`config.mk`:
```
export PLATFORM = sky130hd
export DESIGN_NAME = port0_strap_config_latch
export DESIGN_NICKNAME = d
export VERILOG_FILES = /design/src/strap_cfg_pkg.sv /design/src/port0_strap_config_latch.sv
export SDC_FILE = /design/constraint.sdc
export NUM_CORES = 1
export LEC_CHECK = 0
export BUFFER_PORTS_ARGS = -buffer_cell sky130_fd_sc_hd__buf_2
export CORE_ASPECT_RATIO = 0.75
export CORE_MARGIN = 2
export CORE_UTILIZATION = 41
export CTS_CLUSTER_DIAMETER = 60
export DETAILED_ROUTE_END_ITERATION = 6
export GPL_TIMING_DRIVEN = 0
export PLACE_DENSITY = 0.76
export SLEW_MARGIN = 25
export SYNTH_ARGS = -nofsm -noshare
export SYNTH_HDL_FRONTEND = slang
export SYNTH_SLANG_ARGS = --single-unit
```
`constraint.sdc`:
```
create_clock -name i_clk -period 1.4 [get_ports i_clk]
set_input_delay 0.07 -clock i_clk [delete_from_list [all_inputs] [get_ports i_clk]]
set_output_delay 0.07 -clock i_clk [all_outputs]
set_load 0.1 [all_outputs]
```
`src/strap_cfg_pkg.sv`:
```
// package: register map, field layout and reset values of the port 0 strap configuration block
package strap_cfg_pkg;

	// register byte offsets
	localparam logic [7:0] STRAP_STATUS_OFFSET = 8'h00;
	localparam logic [7:0] FLOW_CTRL_OFFSET    = 8'h04;
	localparam logic [7:0] PHY_SPECIAL_OFFSET  = 8'h08;
	localparam logic [7:0] PHY_ADDR_OFFSET     = 8'h0c;
	localparam logic [7:0] LINK_CTRL_OFFSET    = 8'h10;

	// flow control register field positions
	localparam int BP_EN_BIT       = 0;
	localparam int TX_PAUSE_BIT    = 1;
	localparam int RX_PAUSE_BIT    = 2;
	localparam int MANUAL_FLOW_BIT = 3;

	// special control field position
	localparam int HEARTBEAT_OFF_BIT = 0;

	// link control field positions
	localparam int AN_FAIL_BIT = 0;
	localparam int AN_PAUSE_BIT = 1;

	// reset values
	localparam logic [3:0] FLOW_CTRL_RESET = 4'h0;
	localparam logic       HEARTBEAT_RESET = 1'b0;
	localparam logic [1:0] LINK_CTRL_RESET = 2'h0;
	localparam logic [7:0] STRAP_RESET     = 8'h00;

	// settle count after reset release before the load; the two-flop pin pipeline already holds valid strap levels after 2 cycles
	localparam logic [1:0] STRAP_SETTLE_CYCLES = 2'h3;

	// base management address per strap value
	localparam logic [4:0] PHY_ADDR_BASE_0 = 5'h00;
	localparam logic [4:0] PHY_ADDR_BASE_1 = 5'h01;

	// latched hard and soft strap set
	typedef struct packed {
		logic duplex_pin;
		logic duplex_polarity;
		logic backpressure;
		logic fd_flow;
		logic manual_flow;
		logic heartbeat_off;
		logic phy_addr_sel;
		logic speed;
		logic phy_mode;
	} strap_set_t;

	// resolved port 0 configuration
	typedef struct packed {
		logic       full_duplex;
		logic       speed_100;
		logic       backpressure;
		logic       tx_pause;
		logic       rx_pause;
		logic       heartbeat_off;
		logic [4:0] vphy_addr;
		logic [4:0] port1_addr;
		logic [4:0] port2_addr;
	} port0_cfg_t;

endpackage

```
`src/port0_strap_config_latch.sv`:
```
// port 0 strap latch, strap-derived register defaults and ahb-lite register slave
module port0_strap_config_latch (
	// clock and reset
	input  wire logic                     i_clk,
	input  wire logic                     i_resetn,
	// strap pins
	input  wire strap_cfg_pkg::strap_set_t i_strap_pins,
	// ahb-lite slave
	input  wire logic                     i_hsel,
	input  wire logic [31:0]              i_haddr,
	input  wire logic [1:0]               i_htrans,
	input  wire logic                     i_hwrite,
	input  wire logic [2:0]               i_hsize,
	input  wire logic [31:0]              i_hwdata,
	input  wire logic                     i_hready,
	output logic      [31:0]              o_hrdata,
	output logic                          o_hreadyout,
	output logic                          o_hresp,
	// resolved configuration
	output strap_cfg_pkg::port0_cfg_t     o_port0_cfg,
	output logic                          o_strap_valid
);
	import strap_cfg_pkg::*;

	typedef enum logic [2:0] {
		ST_SETTLE = 3'b001,
		ST_LOAD   = 3'b010,
		ST_RUN    = 3'b100
	} load_state_t;

	load_state_t state_reg;
	load_state_t state_next;
	strap_set_t  sync1_reg;
	strap_set_t  sync2_reg;
	strap_set_t  strap_reg;
	logic [1:0]  settle_reg;
	logic [3:0]  flow_reg;
	logic        heartbeat_reg;
	logic [1:0]  link_reg;
	logic        wr_pend_reg;
	logic [7:0]  wr_addr_reg;
	logic [31:0] rdata_reg;
	port0_cfg_t  cfg_reg;
	logic        valid_reg;

	// decode
	wire         bus_access   = i_hsel & i_hready & i_htrans[1];
	wire         rd_access    = bus_access & ~i_hwrite;
	wire         wr_access    = bus_access & i_hwrite;
	wire         wr_flow      = wr_pend_reg & (wr_addr_reg == FLOW_CTRL_OFFSET);
	wire         wr_special   = wr_pend_reg & (wr_addr_reg == PHY_SPECIAL_OFFSET);
	wire         wr_link      = wr_pend_reg & (wr_addr_reg == LINK_CTRL_OFFSET);
	wire         loading      = (state_reg == ST_LOAD);
	wire         settling     = (state_reg == ST_SETTLE);
	wire         mac_mode     = ~strap_reg.phy_mode;

	// read select, one per mapped word; unmapped offsets fall through to zero
	wire [7:0]   rd_offset    = i_haddr[7:0];
	wire         sel_status   = (rd_offset == STRAP_STATUS_OFFSET);
	wire         sel_flow     = (rd_offset == FLOW_CTRL_OFFSET);
	wire         sel_special  = (rd_offset == PHY_SPECIAL_OFFSET);
	wire         sel_addr     = (rd_offset == PHY_ADDR_OFFSET);
	wire         sel_link     = (rd_offset == LINK_CTRL_OFFSET);
	wire [31:0]  status_word  = {23'h0, strap_reg};
	wire [31:0]  flow_word    = {28'h0, flow_reg};
	wire [31:0]  special_word = {31'h0, heartbeat_reg};
	wire [31:0]  addr_word    = {17'h0, cfg_reg.port2_addr, cfg_reg.port1_addr, cfg_reg.vphy_addr};
	wire [31:0]  link_word    = {30'h0, link_reg};
	wire [31:0]  rd_mux       = ({32{sel_status}} & status_word) |
	                            ({32{sel_flow}} & flow_word) |
	                            ({32{sel_special}} & special_word) |
	                            ({32{sel_addr}} & addr_word) |
	                            ({32{sel_link}} & link_word);

	// resolved configuration terms
	wire         full_duplex  = (strap_reg.duplex_pin == strap_reg.duplex_polarity);
	// in mac mode the manual flow strap is dropped and pause bits rule alone
	wire         manual_eff   = flow_reg[MANUAL_FLOW_BIT] | mac_mode;
	wire         auto_pause   = link_reg[AN_PAUSE_BIT];
	wire         tx_pause     = manual_eff ? flow_reg[TX_PAUSE_BIT] : auto_pause;
	wire         rx_pause     = manual_eff ? flow_reg[RX_PAUSE_BIT] : auto_pause;
	// autoneg failure only means anything with the emulated phy present
	wire         strap_speed  = link_reg[AN_FAIL_BIT] | mac_mode;
	wire         speed_100    = strap_speed ? strap_reg.speed : 1'b1;
	wire [4:0]   addr_base    = strap_reg.phy_addr_sel ? PHY_ADDR_BASE_1 : PHY_ADDR_BASE_0;
	wire [4:0]   port1_base   = addr_base + 5'h01;
	wire [4:0]   port2_base   = addr_base + 5'h02;

	always_comb begin
		case (state_reg)
			ST_SETTLE: state_next = (settle_reg == STRAP_SETTLE_CYCLES) ? ST_LOAD : ST_SETTLE;
			ST_LOAD:   state_next = ST_RUN;
			ST_RUN:    state_next = ST_RUN;
			default:   state_next = ST_SETTLE;
		endcase
	end

	// two flops on every strap pin; only the second one is read
	always_ff @(posedge i_clk or negedge i_resetn) begin
		if (!i_resetn) begin
			sync1_reg <= STRAP_RESET;
			sync2_reg <= STRAP_RESET;
		end else begin
			sync1_reg <= i_strap_pins;
			sync2_reg <= sync1_reg;
		end
	end

	always_ff @(posedge i_clk or negedge i_resetn) begin
		if (!i_resetn) begin
			state_reg  <= ST_SETTLE;
			settle_reg <= 2'h0;
		end else begin
			state_reg <= state_next;
			if (settling) begin
				settle_reg <= settle_reg + 2'h1;
			end
		end
	end

	// i_resetn is the combined power-on and external pin reset; no other reset reaches
	// the strap latch, so soft resets cannot re-sample the pins
	always_ff @(posedge i_clk or negedge i_resetn) begin
		if (!i_resetn) begin
			strap_reg <= STRAP_RESET;
		end else if (loading) begin
			strap_reg <= sync2_reg;
		end
	end

	// register defaults are loaded from straps once; bus writes change them afterwards
	always_ff @(posedge i_clk or negedge i_resetn) begin
		if (!i_resetn) begin
			flow_reg <= FLOW_CTRL_RESET;
		end else if (loading) begin
			flow_reg[BP_EN_BIT]       <= sync2_reg.backpressure;
			flow_reg[TX_PAUSE_BIT]    <= sync2_reg.fd_flow;
			flow_reg[RX_PAUSE_BIT]    <= sync2_reg.fd_flow;
			flow_reg[MANUAL_FLOW_BIT] <= sync2_reg.manual_flow | ~sync2_reg.phy_mode;
		end else if (wr_flow) begin
			flow_reg <= i_hwdata[3:0];
		end
	end

	always_ff @(posedge i_clk or negedge i_resetn) begin
		if (!i_resetn) begin
			heartbeat_reg <= HEARTBEAT_RESET;
		end else if (loading) begin
			heartbeat_reg <= sync2_reg.heartbeat_off;
		end else if (wr_special) begin
			heartbeat_reg <= i_hwdata[HEARTBEAT_OFF_BIT];
		end
	end

	// software reports the emulated negotiation outcome here; no strap feeds it
	always_ff @(posedge i_clk or negedge i_resetn) begin
		if (!i_resetn) begin
			link_reg <= LINK_CTRL_RESET;
		end else if (wr_link) begin
			link_reg <= i_hwdata[1:0];
		end
	end

	// bus slave: zero wait states, always okay; unmapped reads return zero
	always_ff @(posedge i_clk or negedge i_resetn) begin
		if (!i_resetn) begin
			wr_pend_reg <= 1'b0;
			wr_addr_reg <= 8'h00;
		end else begin
			wr_pend_reg <= wr_access;
			wr_addr_reg <= i_haddr[7:0];
		end
	end

	// read data is captured in the address phase, so a read right behind a write
	// to the same word returns the old value
	always_ff @(posedge i_clk or negedge i_resetn) begin
		if (!i_resetn) begin
			rdata_reg <= 32'h0;
		end else if (rd_access) begin
			rdata_reg <= rd_mux;
		end
	end

	// valid rises with the load and only a new reset takes it down
	always_ff @(posedge i_clk or negedge i_resetn) begin
		if (!i_resetn) begin
			valid_reg <= 1'b0;
		end else if (loading) begin
			valid_reg <= 1'b1;
		end
	end

	// half duplex uses backpressure and full duplex pause frames, never both at once
	always_ff @(posedge i_clk or negedge i_resetn) begin
		if (!i_resetn) begin
			cfg_reg <= '0;
		end else begin
			cfg_reg.full_duplex   <= full_duplex;
			cfg_reg.speed_100     <= speed_100;
			cfg_reg.backpressure  <= flow_reg[BP_EN_BIT] & ~full_duplex;
			cfg_reg.tx_pause      <= tx_pause & full_duplex;
			cfg_reg.rx_pause      <= rx_pause & full_duplex;
			cfg_reg.heartbeat_off <= heartbeat_reg | mac_mode;
			cfg_reg.vphy_addr     <= addr_base;
			cfg_reg.port1_addr    <= port1_base;
			cfg_reg.port2_addr    <= port2_base;
		end
	end

	assign o_hrdata      = rdata_reg;
	assign o_hreadyout   = 1'b1;
	assign o_hresp       = 1'b0;
	assign o_port0_cfg   = cfg_reg;
	assign o_strap_valid = valid_reg;

	wire unused_ok = &{1'b0, i_hsize, i_haddr[31:8]};
endmodule

```
## Yosys cells after proc, flatten, opt, wreduce, memory -nomap -nowiden

Index checks and enable logic that the tools add are counted.

| cells by class | value |
|---|---|
| $add $sub $neg | 3 |
| eq/ne operators | 12 |
| mux-type cells | 10 |
| bitwise gates (word level) | 27 |
| reduce and logical (&&, ||, !) cells | 4 |

Operator list:

| kind | count |
|---|---|
| bitwise OR 32 bit | 4 |
| bitwise AND 32 x 1 -> 32 bit | 1 |
| bitwise AND 32 x 13 -> 32 bit | 1 |
| bitwise AND 32 x 2 -> 32 bit | 1 |
| bitwise AND 32 x 4 -> 32 bit | 1 |
| bitwise AND 32 x 9 -> 32 bit | 1 |
| == test 8 x 4 -> 1 bit, second input constant | 3 |
| == test 8 x 3 -> 1 bit, second input constant | 2 |
| == test 8 x 5 -> 1 bit, second input constant | 2 |
| bitwise AND 1 bit | 10 |
| logical NOT 8 bit | 1 |
| two-way mux 4 bit | 2 |
| two-way mux 1 bit | 6 |
| case mux 3 bit (2 select lines) | 1 |
| NOT 1 bit | 4 |
| bitwise OR 1 bit | 4 |
| nonzero test 2 bit | 2 |
| adder 1 x 2 -> 3 bit, second input constant | 1 |
| == test 3 x 1 -> 1 bit, second input constant | 1 |
| == test 3 x 2 -> 1 bit, second input constant | 1 |
| == test 3 bit, second input constant | 1 |
| adder 1 x 1 -> 2 bit, second input constant | 1 |
| adder 2 x 1 -> 2 bit, second input constant | 1 |
| == test 2 bit, second input constant | 1 |
| 3 further kinds | 3 |

| word-level totals | value |
|---|---|
| bits in registers | 93 |
| input bits | 83 |
| output and inout port bits | 56 |
| word-level logic and storage cells | 101 |

## Longest topological paths before layout

| logic depth | value |
|---|---|
| depth in word-level cells | 6 |
| gate-level depth with buffers | 5 |
| mapped depth without buffers | 4 |

## Worst setup path after synthesis

OpenSTA, ideal clock, no wires.

| path | value |
|---|---|
| kind | register -> register |
| from | register wr_addr_reg[1] |
| to | register link_reg[0] |
| library setup time | 0.128 ns |
| arrival time | 1.421 ns |
| data required time | 1.272 ns |
| slack | -0.149 ns |
| stages on the path, launching flop included | 5 |
| path buffers | 0 |
| clock period less this slack | 1.549 ns |
| path through | dfrtp_1 nor4_2 nand2_1 nor4b_2 mux2_1 |

| on the way | value |
|---|---|
| cells in the longest elaborated chain, start to end | 2 |

Ends and longest elaborated chain:

| item | RTL line | RTL |
|---|---|---|
| from (decl) | port0_strap_config_latch.sv:41 | `logic [7:0] wr_addr_reg;` |
| from (signal assigned) | port0_strap_config_latch.sv:171 | `wr_addr_reg <= i_haddr[7:0];` |
| == test 8 x 5 -> 1 bit | port0_strap_config_latch.sv:52 | `wire wr_link = wr_pend_reg & (wr_addr_reg == LINK_CTRL_OFFSET);` |
| bitwise AND 1 bit | port0_strap_config_latch.sv:52 |  |
| to (signal assigned) | port0_strap_config_latch.sv:160 | `link_reg <= i_hwdata[1:0];` |
| to (decl) | port0_strap_config_latch.sv:39 | `logic [1:0] link_reg;` |

Every way passes these cells.
A chain may end at the register's enable or synchronous reset.

## Worst setup path after layout

| path | value |
|---|---|
| from | register wr_addr_reg[7] |
| to | register link_reg[1] |

Same word-level chain as after synthesis.

==> impl_metrics.ini <==
[timing]
finalClockSkew_ns = 0.00522
fin_hold_ws_ns = -0.0256
fin_crit_sh = 1.19
fin_ws_ns = -0.267
fmax_ghz = 0.600
finalHoldViolations = 1
finalMaxSlewViolations = 0
setup_viol_count_final = 5
grt_setup_unrepaired = yes
final.min_clock_period_ns = 1.67

[routing]
wire_per_inst_um = 12.3
firstDrtPassIters = 4
antenna_left = 0
drc = 0
dr.first_iter.drc_count = 53
drt-total-wl_um = 5270
vias_per_cell = 4.39
vias = 1880

[grt]
grt_overflow = 0
gr-usage-met2 = 0.231
met1_usage = 0.200
antenna_found_initial = 0
grt_pass1_vias = 1742
grtUsageMet3 = 0.0585
gr-max-usage-layer = met2
grt_max_degree = 46
grt_pass1_wl_um = 8360
grt.total_usage = 0.151

[floorplan]
initial_utilization = 0.430
coreArea_um2 = 6380
pin_count = 139
die-area_um2 = 7370
die_x_um = 98.5
fp-row-count = 25
die_h_um = 74.8

[worst_setup_path]
path_cells = nor4_4 > nand2_2 > nor4b_4 > mux2_1
startpoint = wr_addr_reg[7]
crit_buf_inv = 0
r2r-start = wr_addr_reg[7]
end_kind = flip-flop
path_delay_family = simple AND/OR/NAND/NOR gates
worst-r2r-cell-count = 4
crit_fanout = 2
crit_type = flip-flop to flip-flop
cp.required_ns = 1.63
critical_path_depth = 4
slowest_stage = dfrtp_1
cp_slowest_stage_delay_ns = 0.40
cp-start-kind = flip-flop
critical_path_arrival_ns = 1.89

[layout]
syn_to_final_growth_pct = 35.3
fin_cells = 428
drive_above_1_share = 0.343
num-fill-cells = 536
fin_area_um2 = 3710
nNetsFinal = 426
n_antenna_cell = 0
largest_reg_flops = 11

[clock_tree]
clock-sinks = 69
clk-insertion-delay-late_ns = 0.35
ctsRootBufferMaster = clkbuf_8
numCtsBuffers = 9
ctsHoldBuffers = 20
clk_pin_slew_worst_paths_ns = 0.08
cts_tree = done
h-tree-depth = 3
clk_path_buf_depth = 2

[synthesis]
synth_seq_area_share = 0.630
synthFlopType = dfrtp_1
synth_seq_cells = 69
synth_top_area_share = 0.620
avgSynthCellArea_um2 = 11.9
synth_top_area_cell = dfrtp_1
syn_inst = 230
synth_cell_types = 39
postSynth.asyncResetShare = 1.00
synth_area_leaders = dfrtp_1 (62%), buf_4 (9.6%), nand2_1 (4.2%), mux2i_1 (2.6%), nor2_1 (2.3%)
yosysWarningCount = 0
synth_edf_count = 0
synth_area_um2 = 2740

[placement]
preCtsSetupSlack_ns = -0.325
gp_congestion = 0.828
dp_hpwl_um = 3710
port_buffers = 49
placed_area_um2 = 3230
place_inst = 393

[job]
maxCapViolations = 0

[run_status]
failed_checks = hold timing, setup timing
outcome = finished with violations

[power]
p_leak_uw = 0.00188
swShare = 0.343
totalPowerFinal_uw = 5060
clockPowerShare = 0.351
power_switching_uw = 1740
p_int_uw = 3330
pwr-share-seq = 0.426
vdd_drop_max_uv = 655
powerDensity_nw_per_um2 = 1360
combPwrFrac = 0.223

[hold_path]
hold_start = i_hwdata[1]
min_path_cells = 2
hold_class = input port to flip-flop
layer usage:
metal,vias to the layer above,share of wire
li1,921,-
met1,898,0.48
met2,53,0.45
met3,8,0.059
met4,0,0.012
met5,-,0
power groups by stage:
stage          Clock (uW)  Sequential [uW]  Combinational (uW)
2_1_floorplan           0             2520                 564
3_3_place_gp            0             2190                1060
3_5_place_dp            0             2190                1080
4_1_cts              1820             2160                1130
5_1_grt              1920             2170                1170
6_report             1780             2160                1130
cell type report:
cell class | instances | area (um^2) | share of cell area
multi-input combinational | 149 | 891 | 0.240
clock inverter | 7 | 97.6 | 0.0263
tap | 81 | 101 | 0.0273
clock buffer | 9 | 124 | 0.0334
timing repair buffer | 70 | 473 | 0.127
buffer | 38 | 279 | 0.0751
sequential | 69 | 1730 | 0.466
inverter | 5 | 18.8 | 0.00505
through the flow:
| step | util | setup TNS [ns] |
|---|---|---|
| 2_1_floorplan | - | -0.224 |
| 3_3_place_gp | 0.503 | -2.60 |
| 3_5_place_dp | 0.507 | -2.94 |
| 4_1_cts | 0.579 | -0.494 |
| 5_1_grt | 0.582 | -1.13 |
| 6_report | 0.582 | -0.603 |
synthesized netlist by cell type, types with 4 or more instances:
cell type	count
mux2i_1	7
buf_4	35
dfrtp_1	68
a21oi_1	8
nor3b_1	4
nand2_1	31
nor2_1	17
inv_1	5
clkbuf_1	4
o21ai_1	5
worst paths after layout:
check,endpoint,slack [ns]
worst min-delay path,link_reg[1],-0.03
worst max-delay path,link_reg[1],-0.27
min in group asynchronous,wr_addr_reg[0],0.16
max in group asynchronous,state_reg[0],0.64
worst max register to register,link_reg[1],-0.27
worst min register to register,sync2_reg[8],0.35
what timing repair did:
item / 4_1_cts / 5_1_grt
resized for setup: 7 / 7
pin swaps: 0 / 10
gates cloned: 0 / 0
setup endpoints to repair: 13 / 24
setup buffers: 1 / 1
endpoints found under the hold margin: 88 / 1
cell usage in the layout (no fill, tap or decap), types with 2 or more instances in the layout:
cell / netlist / routed
dfrtp_1: 68 / 67
inv_1: 5 / 5
a31oi_1: 2 / 2
mux2i_1: 7 / 7
nand2b_1: 3 / 3
a21oi_1: 8 / 8
mux2_1: 2 / 2
nor4_4: 1 / 3
nand3b_1: 2 / 2
buf_2: 0 / 47
o21ai_0: 3 / 3
a22o_1: 3 / 3
and2_1: 2 / 2
clkinvlp_4: 0 / 2
nor2_1: 17 / 17
nand3_1: 3 / 2
bufinv_16: 0 / 2
nor3b_1: 4 / 3
o21ai_1: 5 / 5
clkbuf_8: 0 / 9
dlygate4sd3_1: 0 / 19
nand2_1: 31 / 30
a221oi_1: 3 / 3
buf_4: 35 / 37
xor2_1: 2 / 2
inv_6: 0 / 2
conb_1: 2 / 34
kinds of logic (layout without fill, tap and decap cells):
group / Yosys count / count (layout) / synth area share
simple gates: 75 / 75 / 0.149
flops: 69 / 69 / 0.630
buf+inv: 44 / 129 / 0.108
compound gates: 26 / 26 / 0.0584
mux: 10 / 10 / 0.0378
xor+xnor: 3 / 3 / 0.00958
other cells: 2 / 34 / 0.00274
fa+ha+maj: 1 / 1 / 0.00456
Power figures use the tool's default switching activity.
